$ cat src/pch_pkg.sv
package pch_pkg;

    // ****************************************
    // Configuration header offsets (dword)
    // ****************************************
    localparam logic [7:0] PCH_OFF_MISC0 = 8'h0C; // Cache line, latency, self test
    localparam logic [7:0] PCH_OFF_CSR_MEM = 8'h10;
    localparam logic [7:0] PCH_OFF_CSR_IO = 8'h14;
    localparam logic [7:0] PCH_OFF_FLASH = 8'h18;
    localparam logic [7:0] PCH_OFF_RSVD_LO = 8'h1C;
    localparam logic [7:0] PCH_OFF_RSVD_HI = 8'h27;
    localparam logic [7:0] PCH_OFF_ROM = 8'h30;
    localparam logic [7:0] PCH_OFF_MISC3 = 8'h3C; // Int routing, pin, grant, interval

    // ****************************************
    // Byte lanes inside the dwords
    // ****************************************
    localparam int PCH_LANE_CACHE = 0;
    localparam int PCH_LANE_LAT = 1;
    localparam int PCH_LANE_SELFTEST = 3;
    localparam int PCH_LANE_INTROUTE = 0;
    localparam int PCH_LANE_INTPIN = 1;
    localparam int PCH_LANE_GRANT = 2;
    localparam int PCH_LANE_INTERVAL = 3;

    // ****************************************
    // Constant and reset values
    // ****************************************
    localparam logic [7:0] PCH_CACHE_LINE_VAL = 8'h00;
    localparam logic [7:0] PCH_SELFTEST_VAL = 8'h00;
    localparam logic [7:0] PCH_INTPIN_VAL = 8'h01;
    localparam logic [7:0] PCH_GRANT_VAL = 8'h08;
    localparam logic [7:0] PCH_INTERVAL_VAL = 8'h38;
    localparam logic [7:0] PCH_LAT_RST = 8'h00;
    localparam logic [7:0] PCH_INTROUTE_RST = 8'h00;

    // ****************************************
    // Window masks: ones mark writable bits
    // ****************************************
    localparam logic [31:0] PCH_MASK_CSR_MEM = 32'hFFFF_F000; // 4 KB
    localparam logic [31:0] PCH_MASK_CSR_IO = 32'hFFFF_FFE0; // 32 B
    localparam logic [31:0] PCH_MASK_FLASH = 32'hFFF0_0000; // 1 MB
    localparam logic [31:0] PCH_MASK_ROM = 32'hFFF0_0000; // 1 MB
    localparam logic [31:0] PCH_TYPE_CSR_MEM = 32'h0000_0008; // Memory, prefetchable
    localparam logic [31:0] PCH_TYPE_CSR_IO = 32'h0000_0001; // I/O indicator
    localparam logic [31:0] PCH_TYPE_FLASH = 32'h0000_0000; // Memory, not prefetchable
    localparam int PCH_ROM_EN_BIT = 0;
    localparam int PCH_ROM_ADDR_LSB = 11; // Upper 21 bits hold the address

    // ****************************************
    // Carrier types
    // ****************************************
    typedef struct packed {
        logic rd;
        logic wr;
        logic [5:0] dword;
        logic [3:0] be;
        logic [31:0] wdata;
    } pch_req_s;

    typedef struct packed {
        logic [31:0] csr_mem;
        logic [31:0] csr_io;
        logic [31:0] flash;
        logic [31:0] rom;
    } pch_bars_s;

    typedef enum logic [1:0] {
        PCH_IDLE = 2'b01,
        PCH_DONE = 2'b10
    } pch_phase_e;

endpackage : pch_pkg

$ cat src/pch_config_regs.sv
`timescale 1ns/10ps
// Contract
// (RULE1) Cache line byte always reads zero
// (RULE2) Latency byte writable, resets zero, exported
// (RULE3) Self test byte always reads zero
// (RULE4) Interrupt routing byte plain read/write storage
// (RULE5) Interrupt pin byte constant one
// (RULE6) Grant and interval bytes constant 08h, 38h
// (RULE7) Offset 10h: 4 KB prefetchable memory
// (RULE8) Offset 14h: 32-byte I/O window
// (RULE9) Offset 18h: 1 MB non-prefetchable memory
// (RULE10) Offsets 1Ch-27h read zero, ignore writes
// (RULE11) 1 MB window: only top 12 writable
// (RULE12) Both control windows always requested
// (RULE13) Boot ROM window register at 30h
// (RULE14) ROM upper 21 bits hold address
// (RULE15) ROM top 12 bits writable, 1 MB
// (RULE16) ROM enable bit0, gated by memory space
// (RULE17) Bit0 zero memory, one I/O
// (RULE18) All-ones write returns size mask
module pch_config_regs
    import pch_pkg::*;
(
    // Clock and reset
    input wire logic clk_sys,
    input wire logic rst_n,
    input wire logic ce,
    // Configuration access, already decoded
    input wire pch_req_s req,
    input wire logic mem_space_en,
    // Read answer
    output logic [31:0] rdata,
    output logic rvalid,
    // Values used by the rest of the device
    output logic [7:0] burst_latency_timer,
    output logic [7:0] interrupt_routing,
    output pch_bars_s bars,
    output logic rom_decode_active
);
    // ****************************************
    // State
    // ****************************************
    typedef struct packed {
        logic [7:0] lat;
        logic [7:0] introute;
        logic [31:0] rdata;
        logic rvalid;
        pch_bars_s bars;
        logic rom_act;
        pch_phase_e phase;
    } pch_state_s;

    pch_state_s st_q;
    pch_state_s st_d;
    logic [7:0] byte_addr;
    logic [31:0] v_mem;
    logic [31:0] v_io;
    logic [31:0] v_flash;
    logic [31:0] v_rom;
    logic wr_mem;
    logic wr_io;
    logic wr_flash;
    logic wr_rom;

    assign byte_addr = {req.dword, 2'b00};

    // ****************************************
    // Window registers
    // ****************************************
    // Address decode per window; reserved span has no write strobe (RULE10)
    assign wr_mem = req.wr && (byte_addr == PCH_OFF_CSR_MEM);
    assign wr_io = req.wr && (byte_addr == PCH_OFF_CSR_IO);
    assign wr_flash = req.wr && (byte_addr == PCH_OFF_FLASH);
    assign wr_rom = req.wr && (byte_addr == PCH_OFF_ROM);

    // Control memory window, prefetchable (RULE7) (RULE12) (RULE17) (RULE18)
    pch_bar_reg #(.MASK(PCH_MASK_CSR_MEM), .FIXED(PCH_TYPE_CSR_MEM), .RW_LOW(32'h0000_0000)) u_csr_mem (
        .clk_sys(clk_sys),
        .rst_n(rst_n),
        .ce(ce),
        .wr(wr_mem),
        .be(req.be),
        .wdata(req.wdata),
        .value(v_mem)
    );

    // Control I/O window; bit1 reads zero (RULE8) (RULE12) (RULE17) (RULE18)
    pch_bar_reg #(.MASK(PCH_MASK_CSR_IO), .FIXED(PCH_TYPE_CSR_IO), .RW_LOW(32'h0000_0000)) u_csr_io (
        .clk_sys(clk_sys),
        .rst_n(rst_n),
        .ce(ce),
        .wr(wr_io),
        .be(req.be),
        .wdata(req.wdata),
        .value(v_io)
    );

    // Flash buffer, top 12 bits only (RULE9) (RULE11) (RULE17) (RULE18)
    pch_bar_reg #(.MASK(PCH_MASK_FLASH), .FIXED(PCH_TYPE_FLASH), .RW_LOW(32'h0000_0000)) u_flash (
        .clk_sys(clk_sys),
        .rst_n(rst_n),
        .ce(ce),
        .wr(wr_flash),
        .be(req.be),
        .wdata(req.wdata),
        .value(v_flash)
    );

    // Boot ROM window with enable in bit0 (RULE13) (RULE14) (RULE15) (RULE16) (RULE18)
    pch_bar_reg #(.MASK(PCH_MASK_ROM), .FIXED(32'h0000_0000), .RW_LOW(32'h0000_0001)) u_rom (
        .clk_sys(clk_sys),
        .rst_n(rst_n),
        .ce(ce),
        .wr(wr_rom),
        .be(req.be),
        .wdata(req.wdata),
        .value(v_rom)
    );

    // ****************************************
    // Byte registers and read mux
    // ****************************************
    // Reads answer one cycle later from a register
    always_comb begin
        st_d = st_q;
        st_d.rvalid = req.rd;
        st_d.phase = req.rd ? PCH_DONE : PCH_IDLE;
        st_d.bars = '{csr_mem: v_mem, csr_io: v_io, flash: v_flash, rom: v_rom};
        // Memory space bit takes precedence over the enable (RULE16)
        st_d.rom_act = v_rom[PCH_ROM_EN_BIT] && mem_space_en;
        if (req.wr && byte_addr == PCH_OFF_MISC0 && req.be[PCH_LANE_LAT]) begin
            st_d.lat = req.wdata[15:8]; // RULE2
        end
        if (req.wr && byte_addr == PCH_OFF_MISC3 && req.be[PCH_LANE_INTROUTE]) begin
            st_d.introute = req.wdata[7:0]; // RULE4
        end
        if (req.rd) begin
            unique case (byte_addr)
                PCH_OFF_MISC0: begin
                    // Cache line and self test are fixed (RULE1) (RULE3)
                    st_d.rdata = {PCH_SELFTEST_VAL, 8'h00, st_q.lat, PCH_CACHE_LINE_VAL};
                end
                PCH_OFF_CSR_MEM: begin
                    st_d.rdata = v_mem;
                end
                PCH_OFF_CSR_IO: begin
                    st_d.rdata = v_io;
                end
                PCH_OFF_FLASH: begin
                    st_d.rdata = v_flash;
                end
                PCH_OFF_ROM: begin
                    st_d.rdata = v_rom;
                end
                PCH_OFF_MISC3: begin
                    // Pin, grant, interval constants (RULE5) (RULE6)
                    st_d.rdata = {PCH_INTERVAL_VAL, PCH_GRANT_VAL, PCH_INTPIN_VAL, st_q.introute};
                end
                default: begin
                    // Reserved span and all else read zero (RULE10)
                    st_d.rdata = 32'h0000_0000;
                end
            endcase
        end
    end

    always_ff @(posedge clk_sys) begin
        if (!rst_n) begin
            st_q.lat <= PCH_LAT_RST;
            st_q.introute <= PCH_INTROUTE_RST;
            st_q.rdata <= 32'h0000_0000;
            st_q.rvalid <= 1'b0;
            st_q.bars <= '0;
            st_q.rom_act <= 1'b0;
            st_q.phase <= PCH_IDLE;
        end else if (ce) begin
            st_q <= st_d;
        end
    end

    // ****************************************
    // Outputs
    // ****************************************
    assign rdata = st_q.rdata;
    assign rvalid = st_q.rvalid;
    assign burst_latency_timer = st_q.lat;
    assign interrupt_routing = st_q.introute;
    assign bars = st_q.bars;
    assign rom_decode_active = st_q.rom_act;
endmodule : pch_config_regs

$ cat src/pch_bar_reg.sv
`timescale 1ns/10ps
// One base window register: writable bits by mask, fixed low bits
module pch_bar_reg
    import pch_pkg::*;
#(
    parameter logic [31:0] MASK = 32'hFFF0_0000,
    parameter logic [31:0] FIXED = 32'h0000_0000,
    parameter logic [31:0] RW_LOW = 32'h0000_0000
) (
    // Clock and reset
    input wire logic clk_sys,
    input wire logic rst_n,
    input wire logic ce,
    // Write access
    input wire logic wr,
    input wire logic [3:0] be,
    input wire logic [31:0] wdata,
    // Value
    output logic [31:0] value
);
    typedef struct packed {
        logic [31:0] store;
    } pch_bar_state_s;

    pch_bar_state_s st_q;
    pch_bar_state_s st_d;
    logic [31:0] lane;

    // Byte merge; only writable bits ever store ones
    always_comb begin
        st_d = st_q;
        lane = {{8{be[3]}}, {8{be[2]}}, {8{be[1]}}, {8{be[0]}}};
        if (wr) begin
            st_d.store = ((wdata & lane) | (st_q.store & ~lane)) & (MASK | RW_LOW);
        end
    end

    always_ff @(posedge clk_sys) begin
        if (!rst_n) begin
            st_q <= '0;
        end else if (ce) begin
            st_q <= st_d;
        end
    end

    // Sizing read-back comes out through the mask
    assign value = st_q.store | FIXED;

endmodule : pch_bar_reg

$ cat config.mk
export PLATFORM = sky130hd
export DESIGN_NAME = pch_config_regs
export DESIGN_NICKNAME = d
export VERILOG_FILES = /design/src/pch_pkg.sv /design/src/pch_config_regs.sv /design/src/pch_bar_reg.sv
export SDC_FILE = /design/constraint.sdc
export NUM_CORES = 1
export LEC_CHECK = 0
export ABC_AREA = 1
export BUFFER_PORTS_ARGS = -buffer_cell sky130_fd_sc_hd__buf_2
export CORE_ASPECT_RATIO = 1.5
export CORE_MARGIN = 2
export CORE_UTILIZATION = 40
export CTS_BUF_LIST = sky130_fd_sc_hd__clkbuf_4
export CTS_CLUSTER_SIZE = 14
export DETAILED_ROUTE_END_ITERATION = 6
export MAX_ROUTING_LAYER = met4
export PLACE_DENSITY_LB_ADDON = 0.12
export SYNTH_ARGS = -nofsm -noshare
export SYNTH_HDL_FRONTEND = slang
export SYNTH_SLANG_ARGS = --single-unit
$ cat constraint.sdc
create_clock -name clk_sys -period 1.3 [get_ports clk_sys]
set_input_delay 0.065 -clock clk_sys [delete_from_list [all_inputs] [get_ports clk_sys]]
set_output_delay 0.065 -clock clk_sys [all_outputs]
set_load 0.02 [all_outputs]
==> results of run 1 <==
-- synth_stat cells --
library cell / n / share of area
a211oi_1: 7 / 0.0067
a21oi_1: 168 / 0.11
buf_1: 1 / 0.00048
buf_2: 16 / 0.010
buf_4: 57 / 0.055
buf_6: 3 / 0.0043
clkbuf_1: 39 / 0.019
clkinv_1: 1 / 0.00048
clkinv_2: 3 / 0.0019
conb_1: 1 / 0.00048
dfxtp_1: 195 / 0.50
inv_1: 75 / 0.036
inv_2: 2 / 0.00096
inv_4: 1 / 0.00080
nand2_1: 110 / 0.053
nand2_2: 9 / 0.0072
nand2_4: 1 / 0.0014
nand3_1: 51 / 0.033
nand3_2: 3 / 0.0038
nand3_4: 1 / 0.0022
nand4_1: 15 / 0.012
nor2_1: 62 / 0.030
nor2_2: 4 / 0.0032
nor2_4: 4 / 0.0057
nor2_8: 1 / 0.0026
nor3_1: 1 / 0.00064
nor3_4: 1 / 0.0021
nor4_1: 1 / 0.00080
o21ai_0: 138 / 0.088
o21ai_1: 14 / 0.0089
o21bai_1: 2 / 0.0019
o22ai_1: 6 / 0.0048
-- logic make-up after synthesis --
| kind of cell | after synthesis |
|---|---|
| other cells | 1 |
| flops | 195 |
| compound gates | 335 |
| simple gates | 264 |
| buf+inv | 198 |
-- per-layer routing --
layer,wire [um],up-vias,GRT usage
met2,12450,245,0.4046
met1,10130,3335,0.2747
met5,0,-,-
met3,1304,34,0.04123
li1,-,3700,-
met4,482,0,0.06978
-- through the flow --
step	power [mW]	setup slack, ps	util	TNS [ps]	std cells
2_1_floorplan	7.099	163.3	-	0	1046
3_3_place_gp	7.407	-164.5	0.4733	-993.6	1413
3_5_place_dp	7.409	-195.3	0.4733	-1471	1413
4_1_cts	10.53	5.789	0.5116	0	1491
5_1_grt	10.88	-13.23	0.5182	-13.23	1506
6_report	10.43	33.70	0.5182	0	1506
-- power groups by stage --
stage | clock network [mW] | logic, mW | registers, mW
global route | 3.34 | 1.36 | 6.18
floorplan | 0 | 0.664 | 6.43
global placement | 0 | 1.12 | 6.29
finish | 3.01 | 1.26 | 6.16
CTS | 3.14 | 1.23 | 6.17
detailed placement | 0 | 1.12 | 6.29
-- worst max-delay path by stage --
| stage | startpoint | end | slack, ps | depth (start not counted) |
|---|---|---|---|---|
| 3_5_place_dp | req[39] | rdata[19] | -200 | 8 |
| 6_report | req[32] | interrupt_routing[4] | 30 | 8 |
| 4_1_cts | rdata[26] | rdata[26] | 6 | 1 |
| 3_3_place_gp | req[41] | rdata[19] | -160 | 9 |
| 2_1_floorplan | req[41] | flop | 160 | 7 |
| 5_1_grt | req[32] | interrupt_routing[4] | -10 | 8 |
-- layout by cell type (no fill, tap or decap), drive strengths merged --
cell          netlist  final
buf                77    239
dfxtp             195    195
a21oi             168    168
o21ai             152    152
nand2             120    120
inv                78     82
nor2               71     71
nand3              55     55
conb                1     54
dlygate4sd3         0     46
clkbuf             39     19
nand4              15     15
clkinv              4     10
a211oi              7      7
o22ai               6      6
diode               0      3
o21bai              2      2
nor3                2      2
nor4                1      1
clkinvlp            0      1
bufinv              0      1
dlymetal6s4s        0      1
-- timing repair --
| item | 4_1_cts | 5_1_grt |
|---|---|---|
| pin swaps | 0 | 1 |
| setup endpoints to repair | 2 | 19 |
| endpoints found under the hold margin | 124 | 1 |
| hold buffers | 48 | 1 |
| buffers inserted | 0 | 11 |
| resized for setup | 2 | 9 |
| gates cloned | 0 | 1 |
-- final cells by class --
cell class              count  area [um2]  share of cell area
diodes                      3       7.507           0.0007560
flip-flops and latches    195        3913              0.3940
well taps                 256       320.3             0.03226
multi-input cells         653        3141              0.3163
repair buffers            287        1994              0.2009
clock buffers              18       135.1             0.01361
inverters                  82       314.1             0.03163
clock inverters            12       105.1             0.01058
-- worst max-delay path: stages --
cell and delay (ps):
dlygate4sd3_1 520, buf_2 110, inv_1 50, nor2_1 90, buf_4 150, nand3_1 90
dlygate4sd3_1 580, a21oi_2 130
==> flow_summary.yaml, run 1 <==
global_route:
  grt.overflow.total: 0
  grt_max_degree: 60
  grt_pass1_wl_um: 36980
  grtUsageTotal: 0.2331
  antenna_found_initial: 3
  grt_pass1_vias: 6760
timing:
  fin_worst_skew_ps: 24.40
  drv_slew: 0
  final_hold_viol_count: 0
  whs_ps: 46.02
  slew_headroom: 0.5125
  setup_viol: 0
  fin_crit_sh: 0.9741
  min_period_ps: 1266
  fmax_mhz: 789.7
  worst_pin_slew_ps: 728.8
clock_tree:
  worstSkewPairLatency_ps: 580
  numCtsBuffers: 17
  cts_tree: "built"
  cts_max_path_buffers: 2
  cts.sink_count: 195
  clkTransAtPathRegs_ps: 150
  cts-root-buf: "clkbuf_4"
  htreeDepth: 4
route:
  drt_wl_total_um: 24370
  drc: 0
  drtAntennaViolNets: 0
  first_pass_iters: 5
  wire_per_inst_um: 16.18
  drtIter0Drc: 488
  vias_per_cell: 4.857
  vias: 7314
flow_run:
  drv_cap: 0
die:
  die-area_mm2: 0.02078
  core_area_mm2: 0.01916
  rows: 62
  die_x_um: 118.4
  ioPinCount: 226
  start_util: 0.4096
  die_h_um: 175.5
yosys:
  syn_inst: 993
  synth.distinct_cells: 32
  synth.avg_cell_area_um2: 7.903
  ys.warnings.count: 0
  ys_ff_latch: 195
  synth-simple-area-share: 0.1564
  synth-xor-area-share: 0
  synth_mux_area_frac: 0
  synth_compound_area_frac: 0.2175
  synth_top_family_by_area: "compound AO/OA/AOI/OAI gates"
  yosysSeqAreaShare: 0.4974
  synthAdderAreaFrac: 0
  syn_area_mm2: 0.007848
power_and_ir_drop:
  power_switching_mw: 2.949
  p_int_mw: 7.485
  power_leakage_nw: 4.322
  clkPwrFrac: 0.289
  combinationalPowerShare: 0.120
  power_density_mw_per_mm2: 1051
  irDropWorstVdd_uv: 685.6
  switching_share: 0.2826
  seqPwrFrac: 0.591
critical_path:
  required_ps: 1820
  rrSetupSlack_ps: 110
  end_kind: "flop"
  worstSetupPathType: "in -> reg"
  cp_max_fo: 5
  cp.arrival_ps: 1780
  r2r_cells: 3
  startpoint_type: "primary input"
worst_hold_path:
  whs_endpoint: "rdata[24]"
  hp-class: "in -> reg"
  holdPathStages: 4
  min_from: "rst_n"
run_status:
  status: "completed"
layout:
  area_growth_pct: 26.53
  drive_gt1_frac: 0.2462
  fin_area_mm2: 0.009930
  fill_cells: 1987
  fin_nets: 1284
placed_design:
  hpwl_um: 17250
  placed_cell_area_mm2: 0.009069
  portBuffers: 171
  place_congestion: 0.8615
Power figures use the tool's default switching activity.
==> run 2, diff against run 1 <==
- CELL_PAD_IN_SITES_DETAIL_PLACEMENT: default -> 1
- CELL_PAD_IN_SITES_GLOBAL_PLACEMENT: default -> 2
- CORE_UTILIZATION: 40 -> 30
==> run 2 against run 1 <==
Against the previous run:
- count of clock-buffer cells in the layout down 1
- flip-flop and latch count unchanged
- via count up 5.5%
- clock skew down 5.8 ps
- critical path depth unchanged
- final area up 9.9%
- first-iteration DRC count down 26%
- setup slack worse by 34 ps
- sequential share of layout area down 2.6 points
- register-to-register slack worse by 50 ps
- final cell count up 8.6%
==> flow_summary.yaml, run 2 (synthesis results as in run 1) <==
die:
  die_h_um: 202.1
  die_x_um: 136.1
  start_util: 0.3046
  die-area_mm2: 0.02749
  rows: 72
  ioPinCount: 226
  core_area_mm2: 0.02576
timing:
  whs_ps: 12.42
  drv_slew: 0
  final_hold_viol_count: 0
  fin_ws_ps: 0.07805
  fmax_mhz: 769.3
  worst_pin_slew_ps: 695.6
  rsz0062_at_grt: "true"
  slew_headroom: 0.5363
  fin_crit_sh: 0.9999
  setup_viol: 0
  min_period_ps: 1300
  fin_worst_skew_ps: 18.59
power_and_ir_drop:
  power_density_mw_per_mm2: 986.4
  switching_share: 0.3076
  combinationalPowerShare: 0.133
  irDropWorstVdd_uv: 529.0
  total_power_mw: 10.76
  power_leakage_nw: 4.610
  seqPwrFrac: 0.574
  p_int_mw: 7.453
  power_switching_mw: 3.311
  clkPwrFrac: 0.293
critical_path:
  cp_top_family: "buffers and inverters"
  cp.arrival_ps: 1840
  cp_max_fo: 5
  cp.buffers_inverters: 4
  worstSetupPathType: "in -> reg"
  worstPathCellList: "dlygate4sd3_1 > buf_2 > inv_1 > nor2_4 > nand2_2 > o21ai_0 > dlygate4sd3_1 > a21oi_1"
  cpPeakStageDelay_ps: 580
  startpoint_type: "primary input"
  cp_slowest_cell: "dlygate4sd3_1"
  required_ps: 1840
  end_kind: "flop"
  crit_top_cell: "dlygate4sd3_1"
layout:
  drive_gt1_frac: 0.2957
  final_common_cell: "a21oi_1"
  final_cell_mix: "a21oi_1, o21ai_0, buf_2, dfxtp_1, nand2_1"
  area_growth_pct: 39.06
  fin_area_mm2: 0.01091
  fin_nets: 1337
placed_design:
  hpwl_um: 20460
  portBuffers: 171
  pre_cts_ws_ps: -142.8
  place_congestion: 0.8398
  placed_cell_area_mm2: 0.009230
global_route:
  grt.overflow.total: 0
  grt_pass1_vias: 7792
  grt_max_degree: 52
  grt_pass1_wl_um: 44750
  grtUsageTotal: 0.2223
  antenna_found_initial: 1
route:
  wire_per_inst_um: 18.17
  drc: 0
  first_pass_iters: 4
  vias: 7713
  drt_wl_total_um: 29730
  drtAntennaViolNets: 0
  drtIter0Drc: 362
  vias_per_cell: 4.715
clock_tree:
  cts-root-buf: "clkbuf_4"
  numCtsBuffers: 17
  cts_tree: "built"
  htreeDepth: 4
  cts.sink_count: 195
  worstSkewPairLatency_ps: 630
  clkTransAtPathRegs_ps: 170
  cts_max_path_buffers: 2
worst_hold_path:
  hp-class: "in -> reg"
flow_run:
  drv_cap: 0
run_status:
  status: "completed"
==> run 2: metal layers <==
layer,vias to the layer above,share of wire,track usage
li1,3818,-,-
met1,3674,0.41,0.2460
met2,186,0.53,0.3993
met3,35,0.037,0.03837
met4,0,0.025,0.07180
met5,-,0,-
==> run 2: path summary, 6_finish.rpt <==
path | cells past startpoint | from | endpoint | slack (ps)
worst min register to register | 2 | rdata[30] | rdata[30] | 470
worst min-delay path | 5 | ce | rdata[1] | 10
worst max register to register | 3 | flop | flop | 60
worst max-delay path | 8 | req[32] | interrupt_routing[3] | 0.08
==> run 2: tightest hold or removal path: cells and delay by family <==
family          cells  cell delay [ps]
buf+inv             3              360
simple gates        1              110
compound gates      1               80
==> run 2: area by class of cell <==
class | instances | area, um2
diodes | 1 | 2.502
clock buffers | 17 | 127.6
clock inverters | 15 | 126.4
fillers | 3223 | 14850
inverters | 82 | 314.1
multi-input cells | 654 | 3166
flip-flops and latches | 195 | 4018
well taps | 333 | 416.7
repair buffers | 339 | 2743
==> run 2: power by group through the flow <==
stage	combinational, mW	clock (mW)	sequential, mW
final	1.44	3.15	6.17
after global routing	1.56	3.50	6.20
after CTS	1.41	3.30	6.17
after detailed placement	1.18	0	6.30
after global placement	1.17	0	6.30
after floorplan	0.664	0	6.43
==> run 2: through the flow <==
step                      TNS, ps  std cells    util
after global placement      -2740       1492  0.3582
final                           0       1636  0.4236
after CTS                       0       1627  0.4113
after floorplan                 0       1046       -
after detailed placement    -4826       1492  0.3582
after global routing       -79.67       1636  0.4236
==> run 2: timing repair <==
item / in CTS / in global routing
pin swaps: 0 / 3
setup endpoints to repair: 30 / 155
hold buffers: 103 / 0
setup buffers: 0 / 7
gates cloned: 0 / 2
endpoints found under the hold margin: 169 / 0
resized for setup: 41 / 127
